--- src/verilog/mprs_consts.svh ---
// Timing and reset constants shared by both ends of the power and reset sequencer.
`ifndef MPRS_CONSTS_SVH
`define MPRS_CONSTS_SVH

// ****************************************************************
// Clock rate
// ****************************************************************
`define MPRS_CLK_MHZ          250
`define MPRS_CYC_PER_MS       (`MPRS_CLK_MHZ * 1000)

// ****************************************************************
// Times in milliseconds
// ****************************************************************
`define MPRS_T_ON_MIN_MS      20
`define MPRS_T_ON_REC_MS      100
`define MPRS_T_RST_MIN_MS     10
`define MPRS_T_RST_REC_MS     100
`define MPRS_T_HWOFF_MIN_MS   50
`define MPRS_T_HWOFF_REC_MS   100
`define MPRS_T_HWRST_PRE_MS   100
`define MPRS_T_SD_MAX_MS      5000

// ****************************************************************
// Cycle counts derived from the times
// ****************************************************************
`define MPRS_T_ON_MIN_CYC     (`MPRS_T_ON_MIN_MS * `MPRS_CYC_PER_MS)
`define MPRS_T_ON_REC_CYC     (`MPRS_T_ON_REC_MS * `MPRS_CYC_PER_MS)
`define MPRS_T_RST_MIN_CYC    (`MPRS_T_RST_MIN_MS * `MPRS_CYC_PER_MS)
`define MPRS_T_RST_REC_CYC    (`MPRS_T_RST_REC_MS * `MPRS_CYC_PER_MS)
`define MPRS_T_HWOFF_MIN_CYC  (`MPRS_T_HWOFF_MIN_MS * `MPRS_CYC_PER_MS)
`define MPRS_T_HWOFF_REC_CYC  (`MPRS_T_HWOFF_REC_MS * `MPRS_CYC_PER_MS)
`define MPRS_T_HWRST_PRE_CYC  (`MPRS_T_HWRST_PRE_MS * `MPRS_CYC_PER_MS)
`define MPRS_T_SD_MAX_CYC     (`MPRS_T_SD_MAX_MS * `MPRS_CYC_PER_MS)

// ****************************************************************
// Counter width and pin reset levels
// ****************************************************************
`define MPRS_CNT_W            32
`define MPRS_PWR_RST_LVL      1'b0
`define MPRS_RSTN_RST_LVL     1'b1

`endif

--- src/verilog/mprs_pkg.sv ---
// State types of the device and host ends of the power and reset sequencer.
package mprs_pkg;

  // ****************************************************************
  // Device end states
  // ****************************************************************
  typedef enum logic [2:0] {
    DEV_OFF   = 3'b000,
    DEV_RUN   = 3'b001,
    DEV_RST   = 3'b010,
    DEV_SAVE  = 3'b011,
    DEV_CLEAR = 3'b100,
    DEV_SWOFF = 3'b101
  } mprs_dev_state_e;

  // ****************************************************************
  // Host end states
  // ****************************************************************
  typedef enum logic [2:0] {
    HST_IDLE  = 3'b000,
    HST_START = 3'b001,
    HST_RESET = 3'b010,
    HST_SWCMD = 3'b011,
    HST_SWLOW = 3'b100,
    HST_HWRST = 3'b101,
    HST_HWLOW = 3'b110
  } mprs_hst_state_e;

  typedef logic [31:0] mprs_cnt_t;

endpackage : mprs_pkg

--- src/verilog/mprs_if.sv ---
// Pins between the host application processor and the modem module.
interface mprs_if;

  logic powerCtl;
  logic resetN;
  logic offCmd;
  logic offOk;

  // Device end receives the pins and answers the power-down command.
  modport dev (
    input  powerCtl,
    input  resetN,
    input  offCmd,
    output offOk
  );

  // Host end drives the pins and waits for the answer.
  modport host (
    output powerCtl,
    output resetN,
    output offCmd,
    input  offOk
  );

endinterface : mprs_if

--- src/verilog/mprs_device.sv ---
// Module end of the power-on, shutdown and reset sequencer.
`include "mprs_consts.svh"

module mprs_device #(
  parameter int unsigned T_ON_MIN_CYC    = `MPRS_T_ON_MIN_CYC,
  parameter int unsigned T_RST_MIN_CYC   = `MPRS_T_RST_MIN_CYC,
  parameter int unsigned T_HWOFF_MIN_CYC = `MPRS_T_HWOFF_MIN_CYC
) (
  // Clock and reset.
  input  wire logic clk,
  input  wire logic rst_n,
  // Pins from the host.
  mprs_if.dev       pins,
  // Finalization handshake with the module firmware.
  input  wire logic saveDone,
  input  wire logic clearDone,
  // Status towards the module.
  output logic      bootStart,
  output logic      moduleReady,
  output logic      saveStart,
  output logic      clearStart,
  output logic      pmuPowered,
  output logic      usbHighSpeed,
  output logic      usbFullSpeed
);

  // ****************************************************************
  // Parameter checks
  // ****************************************************************

  // A zero threshold would let a one-cycle glitch count as a pulse.
  if (T_ON_MIN_CYC < 1 || T_RST_MIN_CYC < 1 || T_HWOFF_MIN_CYC < 1) begin : gChk
    $error("mprs_device: every threshold must be at least one cycle.");
  end

  // ****************************************************************
  // Level duration counters
  // ****************************************************************

  localparam int NLVL = 3;
  localparam int LVL_HIGH = 0;
  localparam int LVL_LOW  = 1;
  localparam int LVL_RST  = 2;

  logic             lvlIn [NLVL];
  mprs_pkg::mprs_cnt_t lvlCnt_r [NLVL];

  // Each counter counts consecutive cycles of its level and saturates.
  assign lvlIn[LVL_HIGH] = pins.powerCtl;
  assign lvlIn[LVL_LOW]  = ~pins.powerCtl;
  assign lvlIn[LVL_RST]  = ~pins.resetN;

  // Saturating increment so that a long level never wraps to a short one.
  function automatic mprs_pkg::mprs_cnt_t satInc(input mprs_pkg::mprs_cnt_t v);
    satInc = (v == 32'hFFFF_FFFF) ? v : v + 32'h0000_0001;
  endfunction : satInc

  // One counter per watched level.
  for (genvar i = 0; i < NLVL; i++) begin : gLvl
    always_ff @(posedge clk) begin
      if (!rst_n) begin
        lvlCnt_r[i] <= 32'h0000_0000;
      end else if (lvlIn[i]) begin
        lvlCnt_r[i] <= satInc(lvlCnt_r[i]);
      end else begin
        lvlCnt_r[i] <= 32'h0000_0000;
      end
    end
  end

  // ****************************************************************
  // Threshold decode
  // ****************************************************************

  // Strictly longer than the minimum, as each time is a lower bound.
  wire logic onLong;
  wire logic offLong;
  wire logic rstLong;

  assign onLong  = pins.powerCtl && (lvlCnt_r[LVL_HIGH] >= T_ON_MIN_CYC);
  assign offLong = !pins.powerCtl && (lvlCnt_r[LVL_LOW] >= T_HWOFF_MIN_CYC);
  // At the release cycle the counter still holds the length of the pulse.
  assign rstLong = pins.resetN && (lvlCnt_r[LVL_RST] > T_RST_MIN_CYC);

  // ****************************************************************
  // Sequencer state machine
  // ****************************************************************

  mprs_pkg::mprs_dev_state_e state_r;
  mprs_pkg::mprs_dev_state_e state_nxt;
  logic bootStart_r;
  logic bootStart_nxt;
  logic saveStart_r;
  logic saveStart_nxt;
  logic clearStart_r;
  logic clearStart_nxt;
  logic offOk_r;
  logic offOk_nxt;
  logic pmuPowered_r;
  logic pmuPowered_nxt;
  logic moduleReady_r;
  logic moduleReady_nxt;
  logic usbHs_r;
  logic usbFs_r;

  // Next state, pulses and power levels.
  always_comb begin
    state_nxt       = state_r;
    bootStart_nxt   = 1'b0;
    saveStart_nxt   = 1'b0;
    clearStart_nxt  = 1'b0;
    offOk_nxt       = 1'b0;
    pmuPowered_nxt  = pmuPowered_r;
    moduleReady_nxt = moduleReady_r;
    unique case (state_r)
      mprs_pkg::DEV_OFF: begin
        pmuPowered_nxt  = 1'b0;
        moduleReady_nxt = 1'b0;
        if (onLong) begin
          state_nxt       = mprs_pkg::DEV_RUN;
          bootStart_nxt   = 1'b1;
          pmuPowered_nxt  = 1'b1;
          moduleReady_nxt = 1'b1;
        end
      end
      mprs_pkg::DEV_RUN: begin
        if (offLong) begin
          state_nxt       = mprs_pkg::DEV_OFF;
          pmuPowered_nxt  = 1'b0;
          moduleReady_nxt = 1'b0;
        end else if (!pins.resetN) begin
          state_nxt       = mprs_pkg::DEV_RST;
          moduleReady_nxt = 1'b0;
        end else if (pins.offCmd) begin
          state_nxt       = mprs_pkg::DEV_SAVE;
          saveStart_nxt   = 1'b1;
          moduleReady_nxt = 1'b0;
        end
      end
      mprs_pkg::DEV_RST: begin
        // The power unit is held on throughout the reset.
        pmuPowered_nxt = 1'b1;
        if (offLong) begin
          // A forced off during the reset, as the host is told to do it.
          state_nxt      = mprs_pkg::DEV_OFF;
          pmuPowered_nxt = 1'b0;
        end else if (rstLong) begin
          state_nxt       = mprs_pkg::DEV_RUN;
          bootStart_nxt   = 1'b1;
          moduleReady_nxt = 1'b1;
        end else if (pins.resetN) begin
          // A pulse too short to count is ignored and the module resumes.
          state_nxt       = mprs_pkg::DEV_RUN;
          moduleReady_nxt = 1'b1;
        end
      end
      mprs_pkg::DEV_SAVE: begin
        if (offLong) begin
          state_nxt      = mprs_pkg::DEV_OFF;
          pmuPowered_nxt = 1'b0;
        end else if (saveDone) begin
          state_nxt      = mprs_pkg::DEV_CLEAR;
          clearStart_nxt = 1'b1;
        end
      end
      mprs_pkg::DEV_CLEAR: begin
        if (offLong) begin
          state_nxt      = mprs_pkg::DEV_OFF;
          pmuPowered_nxt = 1'b0;
        end else if (clearDone) begin
          state_nxt      = mprs_pkg::DEV_SWOFF;
          pmuPowered_nxt = 1'b0;
          offOk_nxt      = 1'b1;
        end
      end
      mprs_pkg::DEV_SWOFF: begin
        // The control is still high on entry; only a low level rearms start-up.
        pmuPowered_nxt = 1'b0;
        if (!pins.powerCtl) begin
          state_nxt = mprs_pkg::DEV_OFF;
        end
      end
      default: begin
        state_nxt       = mprs_pkg::DEV_OFF;
        pmuPowered_nxt  = 1'b0;
        moduleReady_nxt = 1'b0;
      end
    endcase
  end

  // State and output registers.
  always_ff @(posedge clk) begin
    if (!rst_n) begin
      state_r       <= mprs_pkg::DEV_OFF;
      bootStart_r   <= 1'b0;
      saveStart_r   <= 1'b0;
      clearStart_r  <= 1'b0;
      offOk_r       <= 1'b0;
      pmuPowered_r  <= 1'b0;
      moduleReady_r <= 1'b0;
    end else begin
      state_r       <= state_nxt;
      bootStart_r   <= bootStart_nxt;
      saveStart_r   <= saveStart_nxt;
      clearStart_r  <= clearStart_nxt;
      offOk_r       <= offOk_nxt;
      pmuPowered_r  <= pmuPowered_nxt;
      moduleReady_r <= moduleReady_nxt;
    end
  end

  // ****************************************************************
  // Host data port capabilities
  // ****************************************************************

  // Both signalling rates are advertised once reset is released.
  always_ff @(posedge clk) begin
    if (!rst_n) begin
      usbHs_r <= 1'b0;
      usbFs_r <= 1'b0;
    end else begin
      usbHs_r <= 1'b1;
      usbFs_r <= 1'b1;
    end
  end

  // ****************************************************************
  // Outputs
  // ****************************************************************

  assign pins.offOk   = offOk_r;
  assign bootStart    = bootStart_r;
  assign moduleReady  = moduleReady_r;
  assign saveStart    = saveStart_r;
  assign clearStart   = clearStart_r;
  assign pmuPowered   = pmuPowered_r;
  assign usbHighSpeed = usbHs_r;
  assign usbFullSpeed = usbFs_r;

endmodule : mprs_device

--- src/flat_wrapper.sv ---
// flat-port wrapper written by rule: the top's interface ports become plain ports
module mprs_device_flat 
#(
  parameter int unsigned T_ON_MIN_CYC    = `MPRS_T_ON_MIN_CYC,
  parameter int unsigned T_RST_MIN_CYC   = `MPRS_T_RST_MIN_CYC,
  parameter int unsigned T_HWOFF_MIN_CYC = `MPRS_T_HWOFF_MIN_CYC
)
  (clk, rst_n, saveDone, clearDone, bootStart, moduleReady, saveStart, clearStart, pmuPowered, usbHighSpeed, usbFullSpeed, pins_powerCtl, pins_resetN, pins_offCmd, pins_offOk);
  mprs_if pins_i ();
  input  wire logic clk;
  input  wire logic rst_n;
  input  wire logic saveDone;
  input  wire logic clearDone;
  output logic bootStart;
  output logic moduleReady;
  output logic saveStart;
  output logic clearStart;
  output logic pmuPowered;
  output logic usbHighSpeed;
  output logic usbFullSpeed;
  input wire logic [$bits(pins_i.powerCtl)-1:0] pins_powerCtl;
  input wire logic [$bits(pins_i.resetN)-1:0] pins_resetN;
  input wire logic [$bits(pins_i.offCmd)-1:0] pins_offCmd;
  output wire logic [$bits(pins_i.offOk)-1:0] pins_offOk;
  assign pins_i.powerCtl = pins_powerCtl;
  assign pins_i.resetN = pins_resetN;
  assign pins_i.offCmd = pins_offCmd;
  assign pins_offOk = pins_i.offOk;
  mprs_device #(.T_ON_MIN_CYC(T_ON_MIN_CYC), .T_RST_MIN_CYC(T_RST_MIN_CYC), .T_HWOFF_MIN_CYC(T_HWOFF_MIN_CYC)) u_core (.clk(clk), .rst_n(rst_n), .pins(pins_i), .saveDone(saveDone), .clearDone(clearDone), .bootStart(bootStart), .moduleReady(moduleReady), .saveStart(saveStart), .clearStart(clearStart), .pmuPowered(pmuPowered), .usbHighSpeed(usbHighSpeed), .usbFullSpeed(usbFullSpeed));
endmodule
--- config.mk ---
export PLATFORM = sky130hd
export DESIGN_NAME = mprs_device_flat
export DESIGN_NICKNAME = d
export VERILOG_FILES = /design/src/verilog/mprs_pkg.sv /design/src/verilog/mprs_if.sv /design/src/verilog/mprs_device.sv /design/src/flat_wrapper.sv
export VERILOG_INCLUDE_DIRS = /design/src /design/src/verilog
export SDC_FILE = /design/constraint.sdc
export NUM_CORES = 1
export LEC_CHECK = 0
export BUFFER_PORTS_ARGS = -buffer_cell sky130_fd_sc_hd__buf_4
export CAP_MARGIN = 20
export CORE_ASPECT_RATIO = 1.75
export CORE_UTILIZATION = 65
export CTS_CLUSTER_SIZE = 28
export DETAILED_ROUTE_END_ITERATION = 8
export GPL_TIMING_DRIVEN = 0
export PLACE_DENSITY = 0.92
export REMOVE_ABC_BUFFERS = 1
export SETUP_SLACK_MARGIN = 0.3
export SKIP_LAST_GASP = 1
export SLEW_MARGIN = 25
export SYNTH_ARGS = -nofsm -noshare
export SYNTH_HDL_FRONTEND = slang
export SYNTH_SLANG_ARGS = --single-unit
--- constraint.sdc ---
create_clock -name clk -period 5.3 [get_ports clk]
set_clock_uncertainty 0.1 [all_clocks]
set_input_delay 1.06 -clock clk [delete_from_list [all_inputs] [get_ports clk]]
set_output_delay 1.06 -clock clk [all_outputs]
set_load 0.005 [all_outputs]
==> results of run 1 <==
[cells in the mapped netlist, drive strengths merged, types with 2 or more instances]
| cell | count | share of area [%] |
|---|---|---|
| a21o | 3 | 0.38 |
| a21oi | 20 | 1.7 |
| and2 | 7 | 0.73 |
| and3 | 14 | 1.5 |
| and4 | 6 | 0.88 |
| buf | 2 | 0.21 |
| clkbuf | 19 | 1.2 |
| dfxtp | 10 | 3.4 |
| edfxtp | 96 | 48 |
| ha | 6 | 1.3 |
| inv | 21 | 1.3 |
| nand2 | 50 | 3.1 |
| nand2b | 3 | 0.31 |
| nand3 | 41 | 3.8 |
| nand3b | 2 | 0.25 |
| nand4 | 30 | 3.1 |
| nor2 | 105 | 6.6 |
| nor3 | 14 | 1.4 |
| nor3b | 3 | 0.46 |
| nor4 | 16 | 1.7 |
| o211ai | 2 | 0.25 |
| o21ai | 21 | 1.8 |
| or3 | 11 | 1.2 |
| or4 | 5 | 0.69 |
| xnor2 | 21 | 3.1 |
| xor2 | 57 | 8.4 |
[metrics by stage]
stage,hold slack (ns),std cells,util [%],power (mW)
finish,0.413,734,73.3,1.59
global route,0.444,734,73.3,1.63
CTS,0.418,734,73.3,1.59
detailed placement,0.401,718,70.2,0.988
global placement,0.401,716,69.8,0.985
floorplan,0.398,585,-,0.965
[flip-flops by register name, summed over array words and instances (netlist names)]
name / count
u_core.clearStart: 1
u_core.state_r: 3
u_core.pmuPowered: 1
u_core.lvlCnt_r: 96
u_core.saveStart: 1
u_core.usbHighSpeed: 1
u_core.bootStart: 1
u_core.moduleReady: 1
u_core.pins.offOk: 1
[worst max-delay path by stage]
stage	startpoint	to	slack [ns]	cells after the start
after global placement	pins_powerCtl	u_core.lvlCnt_r[1][17]	1.11	4
after floorplan	pins_powerCtl	u_core.lvlCnt_r[1][0]	1.96	3
after CTS	u_core.lvlCnt_r[1][3]	u_core.lvlCnt_r[1][10]	2.23	4
after detailed placement	pins_powerCtl	u_core.lvlCnt_r[1][20]	1.91	4
after global routing	u_core.lvlCnt_r[1][3]	u_core.lvlCnt_r[1][10]	2.02	4
final	u_core.lvlCnt_r[1][3]	u_core.lvlCnt_r[1][23]	2.26	4
[cells by family (layout without fill, tap and decap cells)]
family,count (synthesis),after routing,synth area share [%]
simple gates,312,312,26.5
flops,106,106,51.7
xor+xnor,78,78,11.5
compound gates,62,62,6.30
buf+inv,42,53,2.73
fa+ha+maj,6,6,1.26
[worst reg2reg max path: cells and delay by family, from the launching register on]
family	cells	cell delay (ns)
flops	1	0.44
simple gates	4	1.99
[where the power goes]
part	total [mW]	switching, mW	internal [mW]
logic	0.0567	0.0359	0.0207
registers	0.915	0.0109	0.904
clock network	0.621	0.289	0.332
[metal layers]
| layer | GRT usage, % | part of all wire [%] | up-vias |
|---|---|---|---|
| li1 | - | - | 2207 |
| met1 | 31.0 | 39 | 2232 |
| met2 | 48.1 | 54 | 122 |
| met3 | 5.32 | 3.4 | 31 |
| met4 | 12.8 | 2.8 | 0 |
| met5 | 0 | 0 | - |
[area by class of cell]
type | instances | area (µm²)
tap | 117 | 146
multi-input combinational | 458 | 2730
timing repair buffer | 16 | 131
clock buffer | 12 | 246
clock inverter | 4 | 27.5
sequential | 106 | 3080
fill | 599 | 2340
inverter | 21 | 78.8
==> implementation parameters, run 1 <==
Parameter                              Value

Run status
  Outcome    completed

Worst setup path
  R2R Path End    u_core.lvlCnt_r[1][23]
  Family with the most delay on the worst path    simple AND/OR/NAND/NOR gates
  Kind of end point of the critical path    register
  Category of the most critical setup path    reg -> reg
  Cell-by-cell trace of the critical path    and4_1 -> nand4_1 -> nor3_1 -> nand3_2
  Worst EP required    between 5 and 6 ns
  Data arrival time of the critical path    2.79 ns
  Setup slack of the most critical reg-to-reg path    around 2.3 ns
  Maximum fanout along the worst path    32
  Critical path buffer and inverter count    0
  Critical path's slowest cell    sky130_fd_sc_hd__nand3_2
  Critical R2R Launch    u_core.lvlCnt_r[1][3]
  Worst r2r path cells    4
  Peak per-stage delay on the critical path    0.82 ns
  Kind of launch point of the worst setup path    register

Global routing
  Wire length of the first global-routing pass    20.1 mm
  Initial antenna violation count    0
  Largest net degree at the start of global routing    34
  Total track usage    a little over a quarter
  Via count of the first global-routing pass    approximately 4.4k
  Remaining Overflow, GRT    0

Die
  Total number of placement rows    between 40 and 50
  Die outline height    129 µm
  Full die area    ~0.0096 mm²
  Initial core utilization    between 60 and 70%
  Overall die width    between 70 and 80 µm
  I/O pins    15
  Core box area    slightly below 0.009 mm²

Place
  Post-DP HPWL    8.42 mm
  Instance area after placement    0.00617 mm²
  Number of input and output port buffers inserted    14
  Weighted congestion at the end of routability-driven global placement    approximately 0.93
  Worst Setup Slack post-DPL    1.91 ns

Synth
  Gate Count Post-Synth    606
  Post-synth cell types    54
  Number of enable-type register cells in the synthesized netlist    96
  Most common flop cell mapped by yosys    sky130_fd_sc_hd__edfxtp_1
  Post-Syn Area    0.00596 mm²
  Flip-flop and latch count after synthesis    around 110
  Ys Warns    0
  Sequential fraction of the synthesis area    about half
  Async set-or-reset flop fraction in the synthesized netlist    0%
  Average size of a mapped cell    approximately 9.8 µm²

CTS
  Number of levels the H-tree was split into    3
  Clock sink total    about 110
  Clock tree from TritonCTS    yes
  Number of buffers inserted by hold repair at cts    0
  Number of buffers created by CTS    9
  CTS Root Cell    sky130_fd_sc_hd__clkbuf_16
  Number of gates given a new drive strength after cts    0
  Bufs on Longest Clock Path    2
  Number of buffers inserted to repair setup after CTS    0
  Clock transition at the registers of the reported paths    0.07 ns
  Worst-skew pair later-pin latency    0.35 ns

Detailed routing
  Post-detailed-route wirelength per cell    roughly 16 µm
  Number of vias in the routed layout    4,592
  Routed WL    about 12 mm
  Total DRC errors in the routed layout    0
  Number of iterations in the first detailed-routing pass    5
  Per-cell via count in the routed design    ~6.3
  Remaining antenna violation count    0
  Starting DRT DRC Count    slightly below 400

Timing
  Period utilization    57.5%
  Total setup violations reported at the end of the flow    0
  Maximum operating frequency    approximately 330 MHz
  RSZ-0062 raised after global routing    false
  Final hold violations    0
  Remaining max-slew budget at the tightest pin    between 30% and 40%
  Slew of the pin with the lowest slew margin    about 0.96 ns
  Setup slack after layout    about 2.3 ns
  Final-report max-slew violation count    0
  Final min period    between 3 and 4 ns
  Setup TNS    0 ns

Layout
  Most common library cell in the layout ignoring fill and taps    sky130_fd_sc_hd__nor2_1
  Final net count    625
  Finished Cell Area    approximately 0.0064 mm²
  Leading cell types in the layout, fill and taps excluded    sky130_fd_sc_hd__nor2_1 (105), sky130_fd_sc_hd__edfxtp_1 (96), sky130_fd_sc_hd__xor2_1 (57)
  Area growth, synth to finish    8.06%
  Antenna Cells    0
  Fraction of layout instances using a drive strength above 1    ~7%

Power and ir drop
  Worst VDD drop    0.000195 V
  P_leak    between 2 and 2.5 nW
  PD cells    between 200 and 250 mW/mm²

Flow run
  Number of violations of the max-capacitance limit    0

Worst hold path
  WHS Path Cells    1
  WHS Endpoint    u_core.moduleReady
  Hold path startpoint    u_core.moduleReady
  Hold Path Class    reg -> reg
Note: power is estimated with default switching activity, not from simulation.
==> run 2: changes to the inputs <==
Settings changed: CORE_UTILIZATION 65 to 57, PLACE_DENSITY 0.92 to 0.87.
Clock period 5.3 ns to 2.5 ns, I/O delays scaled along.
==> run 2 against run 1 <==
Against the previous run: cell count up 10%; largest power group unchanged; design area up 15%; total power up 120%; clock power up 140%; maximum frequency up 27%; critical path depth up 1; flip-flop and latch count unchanged; first-iteration DRC count up 12%; global-route usage down 1.1 points; die area up 14%.
==> implementation parameters, run 2 (synthesis results as in run 1) <==
Parameter                              Value

Timing
  Slew of the pin with the lowest slew margin    0.665 ns
  Maximum operating frequency    between 400 and 500 MHz
  Setup TNS    0 ns
  Remaining max-slew budget at the tightest pin    around 56%
  Final min period    roughly 2.4 ns
  Final hold violations    0
  Setup slack after layout    0.0980 ns
  RSZ-0062 raised after global routing    true
  Period utilization    96.1%
  Worst hold slack after final layout    ~0.29 ns
  Total setup violations reported at the end of the flow    0
  Final-report max-slew violation count    0

Detailed routing
  Per-cell via count in the routed design    6.25
  Starting DRT DRC Count    ~440
  Number of vias in the routed layout    ~5.1k
  Remaining antenna violation count    0
  Total DRC errors in the routed layout    0
  Post-detailed-route wirelength per cell    18.6 µm
  Routed WL    between 15 and 20 mm
  Number of iterations in the first detailed-routing pass    5

Worst setup path
  Peak per-stage delay on the critical path    roughly 0.57 ns
  Category of the most critical setup path    reg -> reg
  Kind of end point of the critical path    register
  Family with the most delay on the worst path    simple AND/OR/NAND/NOR gates
  Critical path's slowest cell    sky130_fd_sc_hd__or4_4
  Kind of launch point of the worst setup path    register
  CP most frequent cell    sky130_fd_sc_hd__or4_4
  Maximum fanout along the worst path    7
  Cell-by-cell trace of the critical path    nand2_1 -> or4_4 -> or4_4 -> or3_4 -> a21oi_2
  Worst EP required    about 2.6 ns
  Critical path buffer and inverter count    0
  Data arrival time of the critical path    2.49 ns

Global routing
  Largest net degree at the start of global routing    34
  Initial antenna violation count    0
  Remaining Overflow, GRT    0
  Via count of the first global-routing pass    a little under 5k
  Wire length of the first global-routing pass    between 20 and 25 mm
  Total track usage    about a quarter

Place
  Weighted congestion at the end of routability-driven global placement    0.887
  Worst Setup Slack post-DPL    -0.695 ns
  Number of input and output port buffers inserted    14
  Post-DP HPWL    8.66 mm

Power and ir drop
  Sequential cell fraction of total power    between 50% and 60%
  PD cells    483 mW/mm²
  Clock power frac    between 40% and 50%
  Switch Pwr    about 0.75 mW
  Total chip power    about 3.6 mW
  Net switching fraction of the power    21.0%
  Share of total power in combinational logic    around 3.9%
  Internal power component    around 2.8 mW
  Worst VDD drop    ~0.00045 V
  P_leak    ~2.7 nW

Die
  I/O pins    15
  Full die area    about 0.011 mm²
  Die outline height    137 µm
  Core box area    approximately 0.010 mm²
  Total number of placement rows    between 40 and 50
  Initial core utilization    58.2%
  Overall die width    between 70 and 80 µm

Run status
  Outcome    completed

Layout
  Most common library cell in the layout ignoring fill and taps    sky130_fd_sc_hd__nor2_1
  Area growth, synth to finish    23.8%
  Final net count    692
  Top reg by flops    u_core.lvlCnt_r
  Top Registers    u_core.lvlCnt_r: 96 flops, u_core.state_r: 3 flops
  Antenna Cells    0
  Fraction of layout instances using a drive strength above 1    between 20% and 30%
  Leading cell types in the layout, fill and taps excluded    sky130_fd_sc_hd__nor2_1 (104), sky130_fd_sc_hd__edfxtp_1 (96), sky130_fd_sc_hd__buf_4 (72)
  Max FFs per register    96
  Final-layout fill cell count    642

CTS
  Clock sink total    approximately 110
  Bufs on Longest Clock Path    2
  Number of levels the H-tree was split into    3
  Number of buffers created by CTS    9
  Clock tree from TritonCTS    yes
  Clock transition at the registers of the reported paths    about 0.070 ns
  Worst-skew pair later-pin latency    roughly 0.35 ns
  CTS Root Cell    sky130_fd_sc_hd__clkbuf_16
  Number of buffers inserted by hold repair at cts    0

Flow run
  Number of violations of the max-capacitance limit    0

Worst hold path
  Hold Path Class    in -> reg
## run 2: routing by layer
layer,routed length (µm),vias to the layer above,track usage [%],share of wire [%]
met5,0,-,0,0
met4,547,0,12.0,3.6
met3,744,49,4.44,4.9
met2,8230,224,48.7,55
met1,5520,2456,28.5,37
li1,-,2342,-,-
## run 2: through the flow
stage	instances	utilization (%)	cell area, µm²
6_report	811	72.1	7380
5_1_grt	811	72.1	7380
4_1_cts	783	68.0	6960
3_5_place_dp	729	60.4	6190
3_3_place_gp	726	60.0	6140
2_1_floorplan	585	-	5880
## run 2: power groups by stage
| stage | Combinational, mW | Clock, mW | Sequential, mW |
|---|---|---|---|
| 3_3_place_gp | 0.113 | 0 | 1.98 |
| 6_report | 0.140 | 1.48 | 1.94 |
| 3_5_place_dp | 0.119 | 0 | 1.98 |
| 5_1_grt | 0.154 | 1.57 | 1.94 |
| 4_1_cts | 0.125 | 1.50 | 1.94 |
| 2_1_floorplan | 0.0746 | 0 | 1.97 |
## run 2: path summary, 6_finish.rpt
kind	slack, ns	end	depth (start not counted)	start
max	0.1	u_core.lvlCnt_r[2][25]	5	u_core.lvlCnt_r[2][20]
min	0.29	u_core.usbHighSpeed	1	rst_n
max reg2reg	0.1	u_core.lvlCnt_r[2][25]	5	u_core.lvlCnt_r[2][20]
min reg2reg	0.44	u_core.moduleReady	1	u_core.moduleReady
## run 2: final cells by class
cell class	count	area (µm²)	area share [%]
Multi-Input combinational cell	459	3090	41.9
Sequential cell	106	3080	41.8
Timing Repair Buffer	82	653	8.85
Clock buffer	11	254	3.44
Tap cell	127	159	2.15
Inverter	21	78.8	1.07
Clock inverter	5	60.1	0.814
## run 2: repair_timing
action / CTS / global route
setup buffers: 37 / 28
pin swaps: 14 / 17
setup endpoints to repair: 137 / 126
gates resized for setup: 32 / 43
cloned: 1 / 0
## run 2: worst reg2reg max path: cells and delay by family (launching register included)
family | cells | cell delay, ns
simple gates | 4 | 1.61
flops | 1 | 0.39
compound gates | 1 | 0.15
==> run 3: changes to the inputs <==
Settings changed: RECOVER_POWER set to 50.
==> run 3 against run 2 <==
Against the previous run: die area unchanged; maximum frequency fell by 0.84%; design area is 0.71% lower; hold slack worse by 0.013 ns; via count up 0.22%; first-iteration DRC count decreased by 21%; total power about the same; core utilization down 0.51 points; largest power group unchanged.
==> implementation parameters, run 3 (synthesis results as in run 1) <==
Parameter                              Value

Run status
  Outcome    completed

Place
  Weighted congestion at the end of routability-driven global placement    between 0.8 and 0.9
  Instance area after placement    ~0.0062 mm²
  Number of input and output port buffers inserted    14
  Post-DP HPWL    ~8.7 mm

Power and ir drop
  Worst VDD drop    0.000456 V
  Net switching fraction of the power    between 20% and 30%
  Sequential cell fraction of total power    between 50% and 60%
  Share of total power in combinational logic    3.8%
  Total chip power    roughly 3.6 mW
  P_leak    2.68 nW
  Clock power frac    a little over two fifths
  Switch Pwr    0.749 mW
  PD cells    486 mW/mm²
  Internal power component    approximately 2.8 mW

Timing
  Maximum operating frequency    about 410 MHz
  Setup TNS    0 ns
  Total setup violations reported at the end of the flow    0
  Period utilization    96.9%
  Worst hold slack after final layout    ~0.28 ns
  Remaining max-slew budget at the tightest pin    14.0%
  Final min period    between 2 and 2.5 ns
  Slew of the pin with the lowest slew margin    1.29 ns
  Final-report max-slew violation count    0
  RSZ-0062 raised after global routing    true
  Final hold violations    0

Layout
  Final-layout fill cell count    658
  Finished Core Util    a little under three quarters
  Fraction of layout instances using a drive strength above 1    between 20% and 30%
  Top Registers    u_core.lvlCnt_r: 96 flops, u_core.state_r: 3 flops
  Most common library cell in the layout ignoring fill and taps    sky130_fd_sc_hd__nor2_1
  Max FFs per register    96
  Leading cell types in the layout, fill and taps excluded    sky130_fd_sc_hd__nor2_1 (104), sky130_fd_sc_hd__edfxtp_1 (96), sky130_fd_sc_hd__buf_4 (58)
  Area growth, synth to finish    22.9%
  Top reg by flops    u_core.lvlCnt_r
  Final net count    692
  Antenna Cells    0
  Finished Cell Area    between 0.007 and 0.008 mm²

Worst setup path
  Maximum fanout along the worst path    7
  Category of the most critical setup path    reg -> reg
  CP Launch Point    u_core.lvlCnt_r[2][21]
  Kind of launch point of the worst setup path    register
  Critical R2R Launch    u_core.lvlCnt_r[2][21]
  Worst EP required    between 2 and 3 ns
  Data arrival time of the critical path    2.49 ns
  Kind of end point of the critical path    register

Detailed routing
  Total DRC errors in the routed layout    0
  Per-cell via count in the routed design    between 6 and 7
  Routed WL    between 15 and 20 mm
  Number of vias in the routed layout    5,082
  Number of iterations in the first detailed-routing pass    5
  Post-detailed-route wirelength per cell    about 19 µm
  Starting DRT DRC Count    approximately 350
  Remaining antenna violation count    0

Global routing
  Largest net degree at the start of global routing    34
  Total track usage    26.2%
  Initial antenna violation count    0
  Via count of the first global-routing pass    4,872
  Remaining Overflow, GRT    0
  Wire length of the first global-routing pass    22.2 mm

Worst hold path
  Hold path startpoint    rst_n
  Hold Path Class    in -> reg

CTS
  Bufs on Longest Clock Path    2
  Clock tree from TritonCTS    yes
  Clock transition at the registers of the reported paths    about 0.070 ns
  Number of buffers created by CTS    9
  CTS Root Cell    sky130_fd_sc_hd__clkbuf_16
  Number of levels the H-tree was split into    3
  Number of buffers inserted by hold repair at cts    0
  Clock sink total    106
  Worst-skew pair later-pin latency    approximately 0.35 ns

Die
  I/O pins    15
  Initial core utilization    between 50% and 60%
  Total number of placement rows    49
  Die outline height    between 100 and 150 µm
  Full die area    between 0.01 and 0.015 mm²
  Overall die width    ~80 µm
  Core box area    just over 0.01 mm²

Flow run
  Number of violations of the max-capacitance limit    0
==> run 3: cell count changes in the layout (fill, tap and decap cells not counted), moves of 2 or more <==
cell	change
sky130_fd_sc_hd__clkbuf_4	+10
sky130_fd_sc_hd__nand2b_1	+2
sky130_fd_sc_hd__nand2b_2	-2
sky130_fd_sc_hd__clkbuf_1	+3
sky130_fd_sc_hd__buf_4	-14
==> run 3: layout make-up <==
cell class                      count  area [µm²]  area share (%)
Multi-Input combinational cell    459        3050            41.7
Sequential cell                   106        3080            42.1
Clock buffer                       11         254            3.47
Clock inverter                      5        60.1           0.820
Timing Repair Buffer               82         639            8.73
Tap cell                          127         159            2.17
Inverter                           21        78.8            1.08
==> run 3: power by group through the flow <==
stage / registers, mW / clock network, mW / logic, mW
after CTS: 1.94 / 1.50 / 0.125
after detailed placement: 1.98 / 0 / 0.119
final: 1.94 / 1.48 / 0.137
after global routing: 1.94 / 1.57 / 0.152
after global placement: 1.98 / 0 / 0.113
after floorplan: 1.97 / 0 / 0.0746
==> run 3: repair_timing <==
item | in CTS | in global routing
setup buffers | 37 | 28
gates cloned | 1 | 0
setup endpoints to repair | 137 | 126
resized for setup | 32 | 43
hold endpoints to repair | 0 | 0
pin swaps | 14 | 17
==> run 3: metal layers <==
metal / up-vias / share of wire (%) / wire length [µm] / GRT usage, %
met5: - / 0 / 0 / 0
met4: 0 / 3.7 / 563 / 12.0
met3: 53 / 4.8 / 720 / 4.44
met2: 212 / 55 / 8230 / 48.7
met1: 2473 / 37 / 5520 / 28.5
li1: 2344 / - / - / -
==> run 3: final timing paths <==
path | to | slack [ns] | cells past startpoint
hold reg to reg | u_core.moduleReady | 0.44 | 1
setup / recovery | u_core.lvlCnt_r[2][25] | 0.08 | 5
setup reg to reg | u_core.lvlCnt_r[2][25] | 0.08 | 5
hold / removal | u_core.usbHighSpeed | 0.28 | 1
==> run 3: metrics by stage <==
stage,std cells,worst slack [ns]
2_1_floorplan,585,-0.343
3_3_place_gp,726,-1.10
3_5_place_dp,729,-0.695
4_1_cts,783,0.123
5_1_grt,811,0.0309
6_report,811,0.0776
==> run 3: critical path: stages, from the launching register on <==
cell,delay [ns]
sky130_fd_sc_hd__edfxtp_1,0.39
sky130_fd_sc_hd__nand2_1,0.11
sky130_fd_sc_hd__or4_4,0.57
sky130_fd_sc_hd__or4_4,0.57
sky130_fd_sc_hd__or3_4,0.36
sky130_fd_sc_hd__a21oi_2,0.15
